===== src/include/relay_port_map.svh =====
// Constants for the isolated input and relay output port
`ifndef RELAY_PORT_MAP_SVH
`define RELAY_PORT_MAP_SVH
`define RELAY_CHANNELS      8
`define CHANGEOVER_LAST     4
`define RELAY_RESET_VALUE   8'h00
`define FILTER_RESET_VALUE  8'h00
`define FILTER_TAU_US       5000
`define CLOCK_PERIOD_NS     20
`define FILTER_TAU_CYCLES   ((`FILTER_TAU_US * 1000) / `CLOCK_PERIOD_NS)
`endif


===== src/include/relay_port_pkg.sv =====
// Types for the isolated input and relay output port
package relay_port_pkg;
	typedef struct packed {
		logic [7:0] to_no;
		logic [7:0] to_nc;
	} contacts_s;
endpackage


===== src/design/relay_port.sv =====
// Isolated input and relay output port
`timescale 1ns/1ps
`include "relay_port_map.svh"

module relay_port #(
	parameter int TAU_CYCLES = `FILTER_TAU_CYCLES
) (
	// Clock and reset
	input  wire logic                       sys_clk_in,
	input  wire logic                       nrst_in,
	// Relay control port
	input  wire logic                       relay_wr_in,
	input  wire logic [7:0]                 relay_wdata_in,
	output logic      [7:0]                 relay_rdata_out,
	// Filter control
	input  wire logic                       filter_wr_in,
	input  wire logic [7:0]                 filter_wdata_in,
	output logic      [7:0]                 filter_en_out,
	// Field inputs and readback
	input  wire logic [7:0]                 field_in,
	output logic      [7:0]                 input_byte_out,
	// Relay coil drives and contact state
	output logic      [7:0]                 coil_out,
	output relay_port_pkg::contacts_s       contacts_out
);
	localparam int CW = $clog2(TAU_CYCLES + 1);
	localparam logic [CW-1:0] TAU_MAX = CW'(TAU_CYCLES);

	logic [7:0] relay;
	logic [7:0] filt_en;
	logic [7:0] sync1;
	logic [7:0] sync2;
	logic [7:0] filt_state;
	logic [CW-1:0] cnt [8];

	// Coils drive straight from the register: contact travel dwarfs one clock
	always_ff @(posedge sys_clk_in or negedge nrst_in) begin
		if (!nrst_in) begin
			relay <= `RELAY_RESET_VALUE;
		end else if (relay_wr_in) begin
			relay <= relay_wdata_in;
		end
	end

	always_ff @(posedge sys_clk_in or negedge nrst_in) begin
		if (!nrst_in) begin
			filt_en <= `FILTER_RESET_VALUE;
		end else if (filter_wr_in) begin
			filt_en <= filter_wdata_in;
		end
	end

	// Field inputs are asynchronous to the bus clock
	// Input pulses shorter than one clock can be missed
	always_ff @(posedge sys_clk_in or negedge nrst_in) begin
		if (!nrst_in) begin
			sync1 <= 8'h00;
			sync2 <= 8'h00;
		end else begin
			sync1 <= field_in;
			sync2 <= sync1;
		end
	end

	// Integrating counter approximates the RC: output flips only after the
	// input has dominated for about one time constant, which rejects AC ripple
	genvar g;
	generate
		for (g = 0; g < `RELAY_CHANNELS; g++) begin : g_filt
			always_ff @(posedge sys_clk_in or negedge nrst_in) begin
				if (!nrst_in) begin
					cnt[g]        <= '0;
					filt_state[g] <= 1'b0;
				end else if (!filt_en[g]) begin
					cnt[g]        <= sync2[g] ? TAU_MAX : '0;
					filt_state[g] <= sync2[g];
				end else if (sync2[g] && cnt[g] != TAU_MAX) begin
					cnt[g] <= cnt[g] + 1'b1;
				end else if (!sync2[g] && cnt[g] != '0) begin
					cnt[g] <= cnt[g] - 1'b1;
				end else begin
					filt_state[g] <= sync2[g];
				end
			end

			// Per channel: count stays in range, with the filter on the output moves only from a saturated counter, with it off the count loads
			property p_cnt_range;
				@(posedge sys_clk_in) disable iff (!nrst_in)
				cnt[g] <= TAU_MAX;
			endproperty
			a_cnt_range: assert property (p_cnt_range) else $error("filter count overrun");

			property p_filt_pass;
				@(posedge sys_clk_in) disable iff (!nrst_in)
				$past(filt_en[g]) && $changed(filt_state[g])
					|-> $past(cnt[g]) == (filt_state[g] ? TAU_MAX : '0);
			endproperty
			a_filt_pass: assert property (p_filt_pass) else $error("filter moved early");

			property p_off_load;
				@(posedge sys_clk_in) disable iff (!nrst_in)
				!filt_en[g] |=> cnt[g] == ($past(sync2[g]) ? TAU_MAX : '0);
			endproperty
			a_off_load: assert property (p_off_load) else $error("filter count not loaded");
		end
	endgenerate

	always_ff @(posedge sys_clk_in or negedge nrst_in) begin
		if (!nrst_in) begin
			input_byte_out <= 8'h00;
		end else begin
			input_byte_out <= filt_state;
		end
	end

	assign relay_rdata_out = relay;
	assign filter_en_out = filt_en;
	assign coil_out = relay;
	// Make-only relays have no NC contact, so their to_nc stays low
	always_comb begin
		contacts_out.to_no = relay;
		contacts_out.to_nc = 8'h00;
		for (int i = 0; i <= `CHANGEOVER_LAST; i++) begin
			contacts_out.to_nc[i] = ~relay[i];
		end
	end

	property p_wr_relay;
		@(posedge sys_clk_in) disable iff (!nrst_in)
		relay_wr_in |=> relay_rdata_out == $past(relay_wdata_in);
	endproperty
	a_wr_relay: assert property (p_wr_relay) else $error("relay readback wrong");

	property p_changeover;
		@(posedge sys_clk_in) disable iff (!nrst_in)
		contacts_out.to_nc[4:0] == ~coil_out[4:0] && contacts_out.to_no == coil_out;
	endproperty
	a_changeover: assert property (p_changeover) else $error("changeover contact wrong");

	property p_make_only;
		@(posedge sys_clk_in) disable iff (!nrst_in)
		contacts_out.to_nc[7:5] == 3'h0;
	endproperty
	a_make_only: assert property (p_make_only) else $error("make-only relay has NC");

	property p_hold;
		@(posedge sys_clk_in) disable iff (!nrst_in)
		!relay_wr_in |=> $stable(relay_rdata_out);
	endproperty
	a_hold: assert property (p_hold) else $error("relay changed without write");

	property p_unfilt;
		@(posedge sys_clk_in) disable iff (!nrst_in)
		(filt_en == 8'h00) [*4] |-> input_byte_out == $past(sync2, 2);
	endproperty
	a_unfilt: assert property (p_unfilt) else $error("unfiltered input wrong");

	property p_filt_hold;
		@(posedge sys_clk_in) disable iff (!nrst_in)
		filt_en[0] && cnt[0] != TAU_MAX && cnt[0] != '0 |=> $stable(filt_state[0]);
	endproperty
	a_filt_hold: assert property (p_filt_hold) else $error("filter passed glitch");

	property p_filt_wr;
		@(posedge sys_clk_in) disable iff (!nrst_in)
		filter_wr_in |=> filter_en_out == $past(filter_wdata_in);
	endproperty
	a_filt_wr: assert property (p_filt_wr) else $error("filter enable wrong");

	property p_coil;
		@(posedge sys_clk_in) disable iff (!nrst_in)
		relay_wr_in |=> coil_out == $past(relay_wdata_in);
	endproperty
	a_coil: assert property (p_coil) else $error("coil mismatch");

	property p_reset;
		@(posedge sys_clk_in) $rose(nrst_in) |-> coil_out == 8'h00 && filter_en_out == 8'h00;
	endproperty
	a_reset: assert property (p_reset) else $error("reset state wrong");

	property p_nc_rest;
		@(posedge sys_clk_in)
		$rose(nrst_in) |-> contacts_out.to_nc == 8'h1f && contacts_out.to_no == 8'h00;
	endproperty
	a_nc_rest: assert property (p_nc_rest) else $error("relay not at rest after reset");

	property p_in_rest;
		@(posedge sys_clk_in) $rose(nrst_in) |-> input_byte_out == 8'h00;
	endproperty
	a_in_rest: assert property (p_in_rest) else $error("input byte not clear");

	property p_to_no_wr;
		@(posedge sys_clk_in) disable iff (!nrst_in)
		relay_wr_in |=> contacts_out.to_no == $past(relay_wdata_in);
	endproperty
	a_to_no_wr: assert property (p_to_no_wr) else $error("NO contact not following");

	property p_to_nc_wr;
		@(posedge sys_clk_in) disable iff (!nrst_in)
		relay_wr_in |=> contacts_out.to_nc[4:0] == ~$past(relay_wdata_in[4:0]);
	endproperty
	a_to_nc_wr: assert property (p_to_nc_wr) else $error("NC contact not following");

	c_write: cover property (@(posedge sys_clk_in) disable iff (!nrst_in) relay_wr_in);
	c_filt: cover property (@(posedge sys_clk_in) disable iff (!nrst_in)
		filt_en[0] && $rose(filt_state[0]));
	c_in: cover property (@(posedge sys_clk_in) disable iff (!nrst_in) $changed(input_byte_out));
	c_reject: cover property (@(posedge sys_clk_in) disable iff (!nrst_in)
		filt_en[0] && filt_state[0] && !sync2[0]);
	c_reset: cover property (@(posedge sys_clk_in) $rose(nrst_in));
endmodule


===== config.mk =====
export PLATFORM = sky130hd
export DESIGN_NAME = relay_port
export DESIGN_NICKNAME = d
export VERILOG_FILES = /design/src/include/relay_port_pkg.sv /design/src/design/relay_port.sv
export VERILOG_INCLUDE_DIRS = /design/src /design/src/include
export SDC_FILE = /design/constraint.sdc
export NUM_CORES = 1
export LEC_CHECK = 0
export BUFFER_PORTS_ARGS = -buffer_cell sky130_fd_sc_hd__buf_2
export CORE_AREA = 2 2 218 155
export DETAILED_ROUTE_END_ITERATION = 16
export DIE_AREA = 0 0 220 157
export GPL_ROUTABILITY_DRIVEN = 0
export HOLD_SLACK_MARGIN = 0.1
export PLACE_DENSITY = 0.68
export SLEW_MARGIN = 25
export SYNTH_ARGS = -nofsm -noshare
export SYNTH_HDL_FRONTEND = slang
export SYNTH_SLANG_ARGS = --single-unit

===== constraint.sdc =====
create_clock -name sys_clk_in -period 5.38 [get_ports sys_clk_in]
set_input_delay 1.076 -clock sys_clk_in [delete_from_list [all_inputs] [get_ports sys_clk_in]]
set_output_delay 1.076 -clock sys_clk_in [all_outputs]
set_load 0.02 [all_outputs]

==> results.py <==
metrics = {
    "worst_setup_path": {
        "crit_start": "cnt[54]",
        "worstSetupEndpoint": "cnt[70]",
        "worst_ep_arrival_time_ns": 4.56,
        "crit_fanout": 17,
        "rr_endpoint": "cnt[70]",
        "critPathKind": "flip-flop to flip-flop",
        "ff2ff_setup_slack_ns": 1.13,
        "regToRegStartpoint": "cnt[54]",
        "r2r_cells": 14,
        "start_kind": "flip-flop",
        "crit_required_ns": 5.69,
        "cp-end-kind": "flip-flop",
    },
    "clock_network": {
        "root_buffer": "clkbuf_16",
        "cts.sinks": 192,
        "cts_tree": "yes",
        "cts_resized": 0,
        "clkTransAtPathRegs_ns": 0.07,
        "cts_setup_buffers": 0,
        "h-tree-depth": 4,
        "cts.path.max_buffers": 2,
        "clkLatencyLatePin_ns": 0.46,
        "postCtsHoldBufs": 0,
        "cts_buffers": 17,
    },
    "synth": {
        "synth_edf_count": 0,
        "synthTopCellsByArea": "dfrtp_1, ha_1, nor2_1",
        "synth_top_family_by_area": "compound AO/OA/AOI/OAI gates",
        "synthAdderAreaFrac_pct": 13.7,
        "yosys_register_bits": 192,
        "synth_compound_gate_area_share_pct": 20.8,
        "yosys_warnings": 0,
        "synth-simple-area-share_pct": 16.1,
        "ys.flop_type": "dfrtp_1",
        "synth_area_per_cell_um2": 9.32,
        "netlist_area_um2": 12800,
        "yosysSeqAreaShare_pct": 37.5,
        "ys_async_sr_fraction_pct": 100,
        "synth.area.mux_share_pct": 1.36,
        "ys_types": 79,
        "synth_top_area_share_pct": 37.5,
        "yosys.area_share.xor_xnor_pct": 7.51,
        "yosysTopAreaCell": "dfrtp_1",
        "netlist_instances": 1376,
    },
    "sta": {
        "post-route-period-util_pct": 79.0,
        "skew_ns": 0.00948,
        "maxSlewViolCount": 0,
        "setup_viol": 0,
        "setup_slack_ns": 1.13,
        "hold_viol": 0,
        "max_freq_mhz": 235,
        "fin_tns_setup_ns": 0,
        "rsz0062_at_grt": "false",
        "tightest_slew_ns": 0.788,
        "slew_headroom_pct": 47.4,
        "min_period_ns": 4.25,
    },
    "placed_design": {
        "dp_cells": 1846,
        "hpwl_um": 20100,
        "placement.io_buffers": 72,
        "preCtsSetupSlack_ns": 1.24,
    },
    "finish": {
        "most-common-layout-cells": "dfrtp_1, nor2_1, ha_1",
        "diodes": 0,
        "final_common_cell": "dfrtp_1",
        "fin_cells": 1878,
        "final_util_pct": 44.2,
        "layout-drive-gt1-share_pct": 11.0,
        "areaGrowthSynthToFinish_pct": 10.9,
        "fin_nets": 1602,
    },
    "outcome": {
        "status": "completed",
    },
    "route": {
        "ant_nets": 0,
        "drc_errors": 0,
        "first_pass_iters": 8,
        "wl_per_cell_um": 14.8,
        "drt-initial-drc-count": 694,
        "routed_wl_um": 27800,
        "vias": 10300,
        "vias_per_cell": 5.50,
    },
    "global_route": {
        "grt-ovfl-total": 0,
        "antenna_found_initial": 0,
        "grt_usage_pct": 16.9,
        "grt_pass1_vias": 9772,
        "grt_max_degree": 103,
        "grt_pass1_wl_um": 47500,
    },
    "run": {
        "drv_cap": 0,
    },
    "floorplan": {
        "num_rows": 55,
        "die-area_um2": 34500,
        "dieWidth_um": 220,
        "start_util_pct": 39.8,
        "core_area_um2": 32200,
        "ioPinCount": 76,
        "die_y_um": 157,
    },
    "worst_hold_path": {
        "hold_path.class": "flip-flop to flip-flop",
        "hp-start": "sync1[1]",
    },
    "power_and_ir_drop": {
        "p_total_mw": 7.50,
        "irDropWorstVdd_mv": 0.221,
        "power_density_nw_per_um2": 527,
        "p_leak_nw": 6.57,
    },
}
-- final cells by class --
cell class,instances,area (µm²)
timing repair buffer,80,439
fill,3073,18000
clock buffer,18,429
multi-input combinational,1104,7660
clock inverter,14,200
sequential,192,4800
inverter,43,161
tap,427,534
-- Yosys cell counts, types with 3 or more instances --
cell      number
a21o_1        52
nand3_1       38
o21a_1        12
and3_1        13
dfrtp_1      192
o211ai_1       5
buf_4         20
o21ai_0       94
a21oi_2        4
o31ai_1       11
o22ai_1        3
nand3b_1       3
ha_1         128
nor4_1        33
mux2_2        11
xnor2_1       50
a211oi_2       6
inv_1         43
a211oi_1      12
fa_1           8
a31o_2         3
nor3b_1        5
o21ai_1       20
mux2i_1        5
a221oi_2       4
or3_1          4
nor2_1       155
nand2_1       80
or2_2          4
a21oi_1       99
a31oi_1       12
nand4_1       16
a22oi_1        4
nor3_1        41
xor2_1        60
and2_1        11
nand2b_1      10
o31a_1         3
clkbuf_1      16
o21bai_1      28
nor2b_1       10
-- report_power, final --
group	switching [mW]	internal (mW)
clock network	0.600	0.788
logic	2.13	1.68
registers	0.404	1.90
total	3.13	4.37
-- sequential cells by signal, indices dropped and copies added, names as in the netlist --
register        count
input_byte_out      8
cnt               144
coil_out            8
sync2               8
filt_state          8
sync1               8
filter_en_out       8
-- per-stage QoR --
| stage | area [µm²] | hold WS [ns] |
|---|---|---|
| after floorplan | 12800 | 0.331 |
| after global placement | 13600 | 0.334 |
| after detailed placement | 13600 | 0.335 |
| after CTS | 14200 | 0.353 |
| after global routing | 14200 | 0.363 |
| final | 14200 | 0.352 |
-- worst max-delay path: stages, from the launching register on --
cell,delay [ns]
dfrtp_1,0.43
nor4_1,0.40
nand2_1,0.13
nor4_1,0.45
nand2_1,0.15
nand2_1,0.57
ha_1,0.44
a211oi_2,0.28
o21ai_1,0.13
a21oi_1,0.22
nor3_1,0.11
a2111oi_2,0.43
a21oi_1,0.13
xnor2_1,0.16
o21ai_1,0.08
-- worst min path at each step --
stage	end	slack [ns]	depth (start not counted)
finish	sync2[1]	0.35	0
global route	sync2[0]	0.36	0
CTS	sync2[1]	0.35	0
detailed placement	sync2[1]	0.33	0
global placement	sync2[1]	0.33	0
floorplan	sync2[0]	0.33	0
-- per-layer routing --
layer,track usage [%],vias to the layer above,routed length (µm)
met5,0,-,0
met4,4.83,0,293
met3,3.03,18,1130
met2,24.6,215,11700
met1,25.3,4958,14700
li1,-,5143,-
-- logic make-up (layout without fill, tap and decap cells) --
kind of cell | count (synthesis) | in the layout
XOR/XNOR | 110 | 110
other | 1 | 3
flip-flops | 192 | 192
AND/OR/NAND/NOR | 434 | 434
multiplexers | 16 | 16
AO/OA/AOI/OAI | 405 | 405
buffers and inverters | 82 | 155
adder cells (fa/ha/maj) | 136 | 136
Power figures use the tool's default switching activity.
